--- src/pll_cfg_consts.vh ---
`ifndef PLL_CFG_CONSTS_VH
`define PLL_CFG_CONSTS_VH

// ----------------------------------------
// Serial word layout
// ----------------------------------------
`define WORD_W            24
`define SEL_MSB           2
`define SEL_LSB           0
`define SYNC_STAGES       2

// ----------------------------------------
// Select codes
// ----------------------------------------
`define SEL_INT_DIV       3'h0
`define SEL_MOD_DIV       3'h1
`define SEL_FRAC_DIV      3'h2
`define SEL_DITHER        3'h3
`define SEL_PUMP_REF      3'h4
`define SEL_LO_MIX        3'h5
`define SEL_OSC_EN        3'h6
`define SEL_EXT_OSC       3'h7

// ----------------------------------------
// Register 0 fields
// ----------------------------------------
`define DIV_MODE_BIT      10
`define INT_DIV_MSB       9
`define INT_DIV_LSB       3

// ----------------------------------------
// Registers 1 and 2 fields
// ----------------------------------------
`define MODULUS_MSB       13
`define MODULUS_LSB       3
`define NUMER_MSB         13
`define NUMER_LSB         3

// ----------------------------------------
// Register 3 fields
// ----------------------------------------
`define DITH_MAG_MSB      22
`define DITH_MAG_LSB      21
`define DITH_ON_BIT       20
`define DITH_RST_MSB      19
`define DITH_RST_LSB      3

// ----------------------------------------
// Register 4 fields
// ----------------------------------------
`define REF_IN_MSB        23
`define REF_IN_LSB        21
`define REF_PATH_MSB      20
`define REF_PATH_LSB      19
`define PUMP_REF_BIT      18
`define PH_POL_BIT        17
`define PH_MULT_MSB       16
`define PH_MULT_LSB       12
`define CUR_MULT_MSB      11
`define CUR_MULT_LSB      10
`define CTL_SRC_BIT       9
`define CTL_FLD_MSB       8
`define CTL_FLD_LSB       7
`define EDGE_MSB          6
`define EDGE_LSB          5
`define ABL_MSB           4
`define ABL_LSB           3

// ----------------------------------------
// Register 5 fields
// ----------------------------------------
`define LIN_CAP_MSB       11
`define LIN_CAP_LSB       8
`define MIX_BIAS_BIT      7
`define SYNTH_ON_BIT      6
`define LO_DIV_BIT        5
`define LO_IO_BIT         4
`define LO_DRV_BIT        3

// ----------------------------------------
// Register 6 fields
// ----------------------------------------
`define PUMP_ON_BIT       20
`define AUX_REG_BIT       19
`define OSC_REG_BIT       18
`define OSC_ON_BIT        17
`define OSC_SW_BIT        16
`define OSC_AMP_MSB       15
`define OSC_AMP_LSB       10
`define BAND_SRC_BIT      9
`define BAND_MSB          8
`define BAND_LSB          3

// ----------------------------------------
// Register 7 fields
// ----------------------------------------
`define EXT_OSC_BIT       22

// ----------------------------------------
// Reset value of every register
// ----------------------------------------
`define REG_RESET         24'h00_0000

`endif

--- src/pin_sync.v ---
`timescale 1ns/1ps
`default_nettype none
`include "pll_cfg_consts.vh"

// Two-flop synchroniser for one pin; first stage feeds only the second
module pin_sync
(
   input  wire ref_clk,
   input  wire sys_rst,
   input  wire clkEn,
   input  wire pinIn,
   output wire pinOut
);

   reg [`SYNC_STAGES-1:0] stage_reg;   // Synchroniser chain

   // ----------------------------------------
   // Shift chain
   // ----------------------------------------
   always @(posedge ref_clk or posedge sys_rst)
   begin
      if (sys_rst)
      begin
         stage_reg <= {`SYNC_STAGES{1'b0}};
      end
      else if (clkEn)
      begin
         stage_reg <= {stage_reg[`SYNC_STAGES-2:0], pinIn};
      end
   end

   assign pinOut = stage_reg[`SYNC_STAGES-1];

endmodule // pin_sync
`default_nettype wire

--- src/serial_shifter.v ---
`timescale 1ns/1ps
`default_nettype none
`include "pll_cfg_consts.vh"

// Shifts serial data in MSB first on each rising link clock edge,
// then presents a one-cycle commit pulse when load rises
module serial_shifter
#(
   parameter WIDTH = `WORD_W
)
(
   input  wire             ref_clk,
   input  wire             sys_rst,
   input  wire             clkEn,
   input  wire             sclkSync,
   input  wire             dataSync,
   input  wire             loadSync,
   output reg  [WIDTH-1:0] word_reg,
   output reg              commit_reg
);

   reg             sclkPrev_reg;   // Last link clock level
   reg             loadPrev_reg;   // Last load level
   reg [WIDTH-1:0] shift_reg;      // Incoming bits

   // ----------------------------------------
   // Edge detection, shifting and commit
   // ----------------------------------------
   always @(posedge ref_clk or posedge sys_rst)
   begin
      if (sys_rst)
      begin
         sclkPrev_reg <= 1'b0;
         loadPrev_reg <= 1'b0;
         shift_reg    <= {WIDTH{1'b0}};
         word_reg     <= {WIDTH{1'b0}};
         commit_reg   <= 1'b0;
      end
      else if (clkEn)
      begin
         sclkPrev_reg <= sclkSync;
         loadPrev_reg <= loadSync;
         commit_reg   <= 1'b0;
         if (sclkSync && !sclkPrev_reg)
         begin
            shift_reg <= {shift_reg[WIDTH-2:0], dataSync};
         end
         if (loadSync && !loadPrev_reg)
         begin
            word_reg   <= shift_reg;
            commit_reg <= 1'b1;
         end
      end
   end

endmodule // serial_shifter
`default_nettype wire

--- src/pll_mixer_config_registers.v ---
`timescale 1ns/1ps
`default_nettype none
`include "pll_cfg_consts.vh"

// What this block does
// - Configuration only through three-wire serial port
// - Eight loadable registers, 24 bits each
// - Low three bits select the target register
// - Reg 0: mode bit 10, integer 9:3
// - Reg 1: 11-bit modulus in 13:3
// - Reg 2: 11-bit numerator in 13:3
// - Reg 3: dither magnitude, enable, restart value
// - Reg 4: reference, pump and detector fields
// - Reg 5: linearizer, mixer bias, LO controls
// - Reg 6: pump, regulators, oscillator, band select
// - Reg 7: external oscillator enable bit 22
// - Divider register writes start band calibration
// - Mode bit picks fractional or integer division
module pll_mixer_config_registers
(
   // Clock, reset and enable
   input  wire        ref_clk,
   input  wire        sys_rst,
   input  wire        clkEn,
   // Three-wire serial port
   input  wire        serClk,
   input  wire        serData,
   input  wire        serLoad,
   // Divider controls
   output reg         divide_mode_sel,
   output reg  [6:0]  int_divide_value,
   output reg  [10:0] modulus_value,
   output reg  [10:0] numerator_value,
   output reg         fracModeActive,
   output reg         calStart,
   // Modulator dither
   output reg  [1:0]  dither_magnitude,
   output reg         dither_on,
   output reg  [16:0] dither_restart_value,
   // Pump, detector and reference path
   output reg  [2:0]  ref_input_source,
   output reg  [1:0]  ref_path_source,
   output reg         pump_reference_sel,
   output reg         phase_offset_polarity,
   output reg  [4:0]  phase_offset_multiplier,
   output reg  [1:0]  pump_current_multiplier,
   output reg         pump_control_source,
   output reg  [1:0]  pump_control_field,
   output reg  [1:0]  detector_edge_sense,
   output reg  [1:0]  antibacklash_delay,
   // LO path and mixer
   output reg  [3:0]  linearizer_cap_setting,
   output reg         mixer_bias_on,
   output reg         synth_on,
   output reg         lo_div_select,
   output reg         lo_in_out_select,
   output reg         lo_driver_on,
   // Oscillator and enables
   output reg         pump_on,
   output reg         aux_regulator_on,
   output reg         osc_regulator_on,
   output reg         osc_on,
   output reg         osc_switch_ctrl,
   output reg  [5:0]  osc_amplitude,
   output reg         band_select_source,
   output reg  [5:0]  band_select_value,
   // External oscillator
   output reg         ext_osc_on
);

   // ----------------------------------------
   // Signals
   // ----------------------------------------
   wire                sclkSync;     // Link clock after synchroniser
   wire                dataSync;     // Data after synchroniser
   wire                loadSync;     // Load after synchroniser
   wire [`WORD_W-1:0]  word;         // Captured serial word
   wire                commit;       // One-cycle commit pulse
   wire [2:0]          selCode;      // Target register code
   reg  [`WORD_W-1:0]  bank_reg [0:7];  // Eight configuration words
   integer             idx;          // Reset loop index

   // Write-only: no word can be read back.
   // A frame under 24 bits keeps stale upper bits.
   // Each link clock phase needs three ref_clk cycles.
   // Calibration runs outside; calStart only marks
   // that a divider word was loaded.
   // Reset zeroes every word, so all controls start off except fracModeActive, which goes high one cycle after reset.
   // Enable low also freezes the synchronisers: pin
   // edges seen meanwhile are lost.
   // Divider values are passed on unchecked.
   // The link clock idles low; a high idle level
   // would give one false edge after reset.
   // Host write order and delays are not checked here.

   // ----------------------------------------
   // Pin synchronisers
   // ----------------------------------------
   // Pins are asynchronous; two flops each keep metastable
   // levels away from the edge detectors.
   // Link clock pin
   // serial pins only
   pin_sync u_syncClk
   (
      .ref_clk (ref_clk),
      .sys_rst (sys_rst),
      .clkEn   (clkEn),
      .pinIn   (serClk),
      .pinOut  (sclkSync)
   );

   // Data pin, same delay as the clock
   pin_sync u_syncData
   (
      .ref_clk (ref_clk),
      .sys_rst (sys_rst),
      .clkEn   (clkEn),
      .pinIn   (serData),
      .pinOut  (dataSync)
   );

   // Load strobe pin
   pin_sync u_syncLoad
   (
      .ref_clk (ref_clk),
      .sys_rst (sys_rst),
      .clkEn   (clkEn),
      .pinIn   (serLoad),
      .pinOut  (loadSync)
   );

   // ----------------------------------------
   // Serial shift register
   // ----------------------------------------
   // Data and clock share the same sync delay, so their relation
   // holds; the link clock must stay well under ref_clk / 4.
   // The shifter is not cleared by a load, so only the last
   // 24 bits of a longer frame count. Edges are found by
   // comparing each sample with the one before.
   serial_shifter #(.WIDTH(`WORD_W)) u_shift
   (
      .ref_clk    (ref_clk),
      .sys_rst    (sys_rst),
      .clkEn      (clkEn),
      .sclkSync   (sclkSync),
      .dataSync   (dataSync),
      .loadSync   (loadSync),
      .word_reg   (word),
      .commit_reg (commit)
   );

   // Code is taken from the committed word, not the live
   // shifter, so it cannot change under a store.
   // select code decode
   assign selCode = word[`SEL_MSB:`SEL_LSB];

   // ----------------------------------------
   // Register bank write
   // ----------------------------------------
   // Whole word is stored; the fields below pick only defined bits,
   // so reserved bits written as one have no effect.
   // A second word with the same code simply overwrites the
   // first; there is no write protection.
   always @(posedge ref_clk or posedge sys_rst)
   begin
      // Reset clears all eight words
      if (sys_rst)
      begin
         for (idx = 0; idx < 8; idx = idx + 1)
         begin
            bank_reg[idx] <= `REG_RESET;
         end
      end
      // Store only on a commit while enabled
      else if (clkEn && commit)
      begin
         // Code picks the word; no other word moves
         // independent load
         bank_reg[selCode] <= word;
      end
   end

   // ----------------------------------------
   // Calibration start pulse
   // ----------------------------------------
   // One ref_clk pulse, set on the same edge that stores the word.
   // Every divider load gives its own pulse, in any order,
   // so a 2, 1, 0 frequency change yields three of them.
   // Codes 3 to 7 never start one.
   // The pulse is registered, so it leaves a flip-flop.
   always @(posedge ref_clk or posedge sys_rst)
   begin
      // No pulse during reset
      if (sys_rst)
      begin
         calStart <= 1'b0;
      end
      // Pulse lasts one enabled cycle
      else if (clkEn)
      begin
         calStart <= commit && ((selCode == `SEL_INT_DIV) ||
                                (selCode == `SEL_MOD_DIV) ||
                                (selCode == `SEL_FRAC_DIV));
      end
   end

   // ----------------------------------------
   // Field outputs
   // ----------------------------------------
   // Registered so every output leaves a flip-flop; adds one cycle
   // after the bank update.
   // Reserved bits never reach an output, so a host that sets
   // them cannot disturb any control.
   always @(posedge ref_clk or posedge sys_rst)
   begin
      // All controls off during reset
      if (sys_rst)
      begin
         // Divider fields
         divide_mode_sel         <= 1'b0;
         int_divide_value        <= 7'h00;
         modulus_value           <= 11'h000;
         numerator_value         <= 11'h000;
         fracModeActive          <= 1'b0;

         // Dither fields
         dither_magnitude        <= 2'h0;
         dither_on               <= 1'b0;
         dither_restart_value    <= 17'h0_0000;

         // Pump, detector and reference fields
         ref_input_source        <= 3'h0;
         ref_path_source         <= 2'h0;
         pump_reference_sel      <= 1'b0;
         phase_offset_polarity   <= 1'b0;
         phase_offset_multiplier <= 5'h00;
         pump_current_multiplier <= 2'h0;
         pump_control_source     <= 1'b0;
         pump_control_field      <= 2'h0;
         detector_edge_sense     <= 2'h0;
         antibacklash_delay      <= 2'h0;

         // LO path and mixer fields
         linearizer_cap_setting  <= 4'h0;
         mixer_bias_on           <= 1'b0;
         synth_on                <= 1'b0;
         lo_div_select           <= 1'b0;
         lo_in_out_select        <= 1'b0;
         lo_driver_on            <= 1'b0;

         // Oscillator and regulator fields
         pump_on                 <= 1'b0;
         aux_regulator_on        <= 1'b0;
         osc_regulator_on        <= 1'b0;
         osc_on                  <= 1'b0;
         osc_switch_ctrl         <= 1'b0;
         osc_amplitude           <= 6'h00;
         band_select_source      <= 1'b0;
         band_select_value       <= 6'h00;

         // External oscillator field
         ext_osc_on              <= 1'b0;
      end
      // Follow the bank only while enabled
      else if (clkEn)
      begin
         // Bits 23:11 of word 0 are dropped
         // integer divide word
         divide_mode_sel  <= bank_reg[0][`DIV_MODE_BIT];
         int_divide_value <= bank_reg[0][`INT_DIV_MSB:`INT_DIV_LSB];
         // Mode bit low selects fractional division
         // fractional versus integer
         fracModeActive   <= ~bank_reg[0][`DIV_MODE_BIT];

         // Bits 23:14 of words 1 and 2 are dropped
         // modulus word
         modulus_value    <= bank_reg[1][`MODULUS_MSB:`MODULUS_LSB];

         // Numerator is not checked against modulus
         // numerator word
         numerator_value  <= bank_reg[2][`NUMER_MSB:`NUMER_LSB];

         // Bit 23 of word 3 is dropped
         // dither word
         dither_magnitude     <=
            bank_reg[3][`DITH_MAG_MSB:`DITH_MAG_LSB];
         dither_on            <= bank_reg[3][`DITH_ON_BIT];
         dither_restart_value <=
            bank_reg[3][`DITH_RST_MSB:`DITH_RST_LSB];

         // Word 4 uses every bit above the code
         // pump and reference word
         ref_input_source        <=
            bank_reg[4][`REF_IN_MSB:`REF_IN_LSB];
         ref_path_source         <=
            bank_reg[4][`REF_PATH_MSB:`REF_PATH_LSB];
         pump_reference_sel      <= bank_reg[4][`PUMP_REF_BIT];
         phase_offset_polarity   <= bank_reg[4][`PH_POL_BIT];
         phase_offset_multiplier <=
            bank_reg[4][`PH_MULT_MSB:`PH_MULT_LSB];
         pump_current_multiplier <=
            bank_reg[4][`CUR_MULT_MSB:`CUR_MULT_LSB];
         pump_control_source     <= bank_reg[4][`CTL_SRC_BIT];
         pump_control_field      <=
            bank_reg[4][`CTL_FLD_MSB:`CTL_FLD_LSB];
         detector_edge_sense     <= bank_reg[4][`EDGE_MSB:`EDGE_LSB];
         antibacklash_delay      <= bank_reg[4][`ABL_MSB:`ABL_LSB];

         // Bits 23:12 of word 5 are dropped
         // LO path word
         linearizer_cap_setting <=
            bank_reg[5][`LIN_CAP_MSB:`LIN_CAP_LSB];
         mixer_bias_on          <= bank_reg[5][`MIX_BIAS_BIT];
         synth_on               <= bank_reg[5][`SYNTH_ON_BIT];
         lo_div_select          <= bank_reg[5][`LO_DIV_BIT];
         lo_in_out_select       <= bank_reg[5][`LO_IO_BIT];
         lo_driver_on           <= bank_reg[5][`LO_DRV_BIT];

         // Bits 23:21 of word 6 are dropped
         // oscillator word
         pump_on            <= bank_reg[6][`PUMP_ON_BIT];
         aux_regulator_on   <= bank_reg[6][`AUX_REG_BIT];
         osc_regulator_on   <= bank_reg[6][`OSC_REG_BIT];
         osc_on             <= bank_reg[6][`OSC_ON_BIT];
         osc_switch_ctrl    <= bank_reg[6][`OSC_SW_BIT];
         osc_amplitude      <= bank_reg[6][`OSC_AMP_MSB:`OSC_AMP_LSB];
         band_select_source <= bank_reg[6][`BAND_SRC_BIT];
         band_select_value  <= bank_reg[6][`BAND_MSB:`BAND_LSB];

         // Only bit 22 of word 7 is kept
         // external oscillator word
         ext_osc_on         <= bank_reg[7][`EXT_OSC_BIT];
      end
   end

endmodule // pll_mixer_config_registers
`default_nettype wire

--- config.mk ---
export PLATFORM = sky130hd
export DESIGN_NAME = pll_mixer_config_registers
export DESIGN_NICKNAME = d
export VERILOG_FILES = /design/src/pin_sync.v /design/src/serial_shifter.v /design/src/pll_mixer_config_registers.v
export VERILOG_INCLUDE_DIRS = /design/src
export SDC_FILE = /design/constraint.sdc
export NUM_CORES = 1
export LEC_CHECK = 0
export BUFFER_PORTS_ARGS = -buffer_cell sky130_fd_sc_hd__buf_2
export CELL_PAD_IN_SITES_DETAIL_PLACEMENT = 0
export CELL_PAD_IN_SITES_GLOBAL_PLACEMENT = 1
export CORE_MARGIN = 2
export CORE_UTILIZATION = 44
export CTS_BUF_LIST = sky130_fd_sc_hd__clkbuf_8 sky130_fd_sc_hd__clkbuf_16
export CTS_CLUSTER_SIZE = 14
export DETAILED_ROUTE_END_ITERATION = 6
export HOLD_SLACK_MARGIN = 0.15
export PLACE_DENSITY = 0.81
export REMOVE_ABC_BUFFERS = 1
export SYNTH_ARGS = -nofsm -noshare
export SYNTH_HDL_FRONTEND = slang
export SYNTH_SLANG_ARGS = --single-unit
--- constraint.sdc ---
create_clock -name ref_clk -period 8.58 [get_ports ref_clk]
set_input_delay 1.716 -clock ref_clk [delete_from_list [all_inputs] [get_ports ref_clk]]
set_output_delay 1.716 -clock ref_clk [all_outputs]
set_load 0.02 [all_outputs]
==> flow_metrics.py <==
metrics = {
    "outcome": {
        "status": "complete, no violations",
    },
    "layout": {
        "area_growth_pct": 17.2,
        "finalNetCount": 681,
        "n_fill_cell": 1793,
        "largest_reg_flops": 99,
        "design_area_um2": 11300,
        "area.sequential_um2": 6430,
        "diodes": 0,
        "drive_above_1_share": 0.593,
        "multiInputGateArea_um2": 3060,
    },
    "critical_path": {
        "crit_required_ns": 8.97,
        "path_max_fanout": 53,
        "critical-path-max-stage-delay_ns": 0.91,
        "critical_path.cell_chain": "buf_4 -> nand2_1 -> nor3_2 -> mux2_2",
        "crit_path_start_kind": "input pin",
        "critPathTopFamily": "simple AND/OR/NAND/NOR gates",
        "crit_buf_inv": 1,
        "cp-end-kind": "flop",
        "critPathArrivalTime_ns": 3.99,
        "critical_path_class": "input pin to flop",
        "crit_slowest_cell": "nor3_2",
    },
    "power_and_ir_drop": {
        "p_per_area_nw_per_um2": 255,
        "internal_power_uw": 2160,
        "total_power_uw": 2870,
        "p_leak_uw": 0.00604,
        "peakVddDrop_uv": 138,
        "pwr-share-comb": 0.115,
        "switching_share": 0.248,
        "pwr-share-seq": 0.505,
        "p_clk_frac": 0.380,
        "p_switching_uw": 711,
    },
    "placement": {
        "io_buffers": 106,
        "dpl_cell_area_um2": 10400,
        "pre_cts_ws_ns": 4.39,
        "gp_congestion": 0.726,
        "place_hpwl_um": 11000,
    },
    "die": {
        "io_pins": 107,
        "die_h_um": 152,
        "start_util": 0.445,
        "row_count": 54,
        "design.die.area_um2": 23100,
        "die_w_um": 152,
        "core_area_um2": 21600,
    },
    "synth": {
        "syn-cell-area_um2": 9620,
        "yosysWarnings": 0,
        "synth_seq_cells": 257,
        "netlist_instances": 560,
        "yosysUniqueCellTypes": 23,
        "syn_area_per_cell_um2": 17.2,
        "yosysSeqAreaShare": 0.669,
    },
    "routing": {
        "drtIter0Drc": 209,
        "antenna_left": 0,
        "drc": 0,
        "vias": 4887,
        "drt-total-wl_um": 17500,
        "viasPerCell": 5.03,
        "avgRoutedWirePerCell_um": 18.0,
        "first_pass_iters": 4,
    },
    "clock_tree": {
        "cts_tree": "yes",
        "clock_latency_ns": 0.51,
        "clkSlewWorstSetupHoldPaths_ns": 0.06,
        "post_cts_buffers": 0,
        "cts_sinks": 257,
        "h-tree-depth": 1,
        "cts_resized": 0,
        "numCtsBuffers": 26,
        "cts.path.max_buffers": 3,
        "clock-root-buffer": "clkbuf_16",
        "cts_hold_buf": 0,
    },
    "sta": {
        "hold_viol": 0,
        "finalCritPeriodShare": 0.419,
        "maxSlewViolCount": 0,
        "worstMarginPinSlew_ns": 1.10,
        "slew_headroom": 0.263,
        "fmax_ghz": 0.278,
        "finalWorstSetupSlack_ns": 4.99,
        "post-route-min-period_ns": 3.59,
        "grt_setup_unrepaired": "false",
        "fin_worst_skew_ns": 0.00723,
        "setup_viol": 0,
    },
    "global_route": {
        "grt_pass1_vias": 5425,
        "grt_first_pass_wirelength_um": 29300,
        "grt_util_all_layers": 0.154,
        "gr-total-overflow": 0,
        "grt_max_degree": 120,
        "grt_antenna_before_repair": 0,
    },
    "min_path": {
        "hold_path_class": "flop to flop",
    },
    "flow_run": {
        "drv_cap": 0,
    },
}
==> layer usage <==
layer	global-route usage	vias up	wire [um]
met5	0	-	0
met1	0.213	2564	8020
li1	-	2199	-
met4	0.0343	0	234
met3	0.0280	27	746
met2	0.257	97	8490
==> synth_stat cells <==
library cell / number / area [um2]
nand2b_1: 1 / 6.26
mux2_2: 246 / 2770
buf_4: 2 / 15.0
mux2_4: 8 / 120
mux2_1: 1 / 11.3
nor3_4: 1 / 16.3
nor3_1: 1 / 5.00
buf_2: 22 / 110
dfrtp_1: 257 / 6430
nor3_2: 1 / 10.0
nor2_1: 3 / 11.3
nand2_1: 2 / 7.51
buf_6: 1 / 11.3
nor2_4: 1 / 11.3
a21oi_1: 1 / 5.00
nand2b_4: 1 / 13.8
mux2i_1: 1 / 10.0
nand3b_1: 3 / 22.5
o21ai_0: 1 / 5.00
or3_1: 1 / 6.26
inv_1: 3 / 11.3
nand3_1: 1 / 5.00
clkbuf_1: 1 / 3.75
==> stage by stage <==
step	setup TNS [ns]	hold slack [ns]	std cells	util
after floorplan	-52.97	0.443	534	-
after global placement	0	0.460	927	0.483
after detailed placement	0	0.487	927	0.483
after CTS	0	0.495	971	0.521
after global routing	0	0.511	971	0.521
final	0	0.492	971	0.521
==> area by class of cell <==
cell class,count,area share
Inverter,3,0.00166
Clock buffer,27,0.0599
Multi-Input combinational cell,274,0.271
Timing Repair Buffer,113,0.0519
Tap cell,280,0.0311
Clock inverter,17,0.0139
Sequential cell,257,0.570
==> worst paths after layout <==
kind | start | to | slack, ns | cells past startpoint
worst max-delay path | clkEn | bank_reg[152] | 4.99 | 4
max in group asynchronous | sys_rst | dither_restart_value[7] | 5.69 | 3
worst min register to register | bank_reg[178] | fracModeActive | 0.49 | 1
min in group asynchronous | sys_rst | pump_on | 1.35 | 2
worst min-delay path | bank_reg[178] | fracModeActive | 0.49 | 1
worst max register to register | u_shift.word_reg[1] | bank_reg[126] | 6.45 | 4
==> logic make-up (layout without fill, tap and decap cells) <==
group,after synthesis,in the layout,share of synthesized area
muxes,256,256,0.303
DFF,257,257,0.669
AOI/OAI and AO/OA,2,2,0.00104
and+or+nand+nor,16,16,0.0120
buffers and inverters,29,160,0.0157
==> power groups by stage <==
stage / logic [uW] / registers [uW] / clock network, uW
after floorplan: 191 / 1480 / 0
after global placement: 325 / 1460 / 0
after detailed placement: 338 / 1470 / 0
after CTS: 339 / 1450 / 1120
after global routing: 359 / 1470 / 1170
final: 331 / 1450 / 1090
==> cells in the final DEF (no fill, tap or decap) <==
| master | netlist | final |
|---|---|---|
| nand3_1 | 1 | 1 |
| inv_8 | 0 | 1 |
| nor2_1 | 3 | 2 |
| nand3b_1 | 3 | 3 |
| clkinv_2 | 0 | 4 |
| clkinvlp_4 | 0 | 1 |
| a21oi_1 | 1 | 1 |
| nor3_2 | 1 | 1 |
| clkbuf_16 | 0 | 27 |
| inv_1 | 3 | 10 |
| buf_2 | 22 | 105 |
| mux2_1 | 1 | 1 |
| bufinv_16 | 0 | 3 |
| mux2_2 | 246 | 246 |
| o21ai_0 | 1 | 1 |
| mux2_4 | 8 | 8 |
| clkinv_4 | 0 | 1 |
| mux2i_1 | 1 | 1 |
| dfrtp_1 | 257 | 257 |
| nor2_4 | 1 | 2 |
| nand2b_1 | 1 | 1 |
| nand2_1 | 2 | 2 |
| nand2b_4 | 1 | 1 |
| or3_1 | 1 | 1 |
| buf_4 | 2 | 8 |
| nor3_4 | 1 | 2 |
No activity file was read; power rests on OpenSTA's default activity.
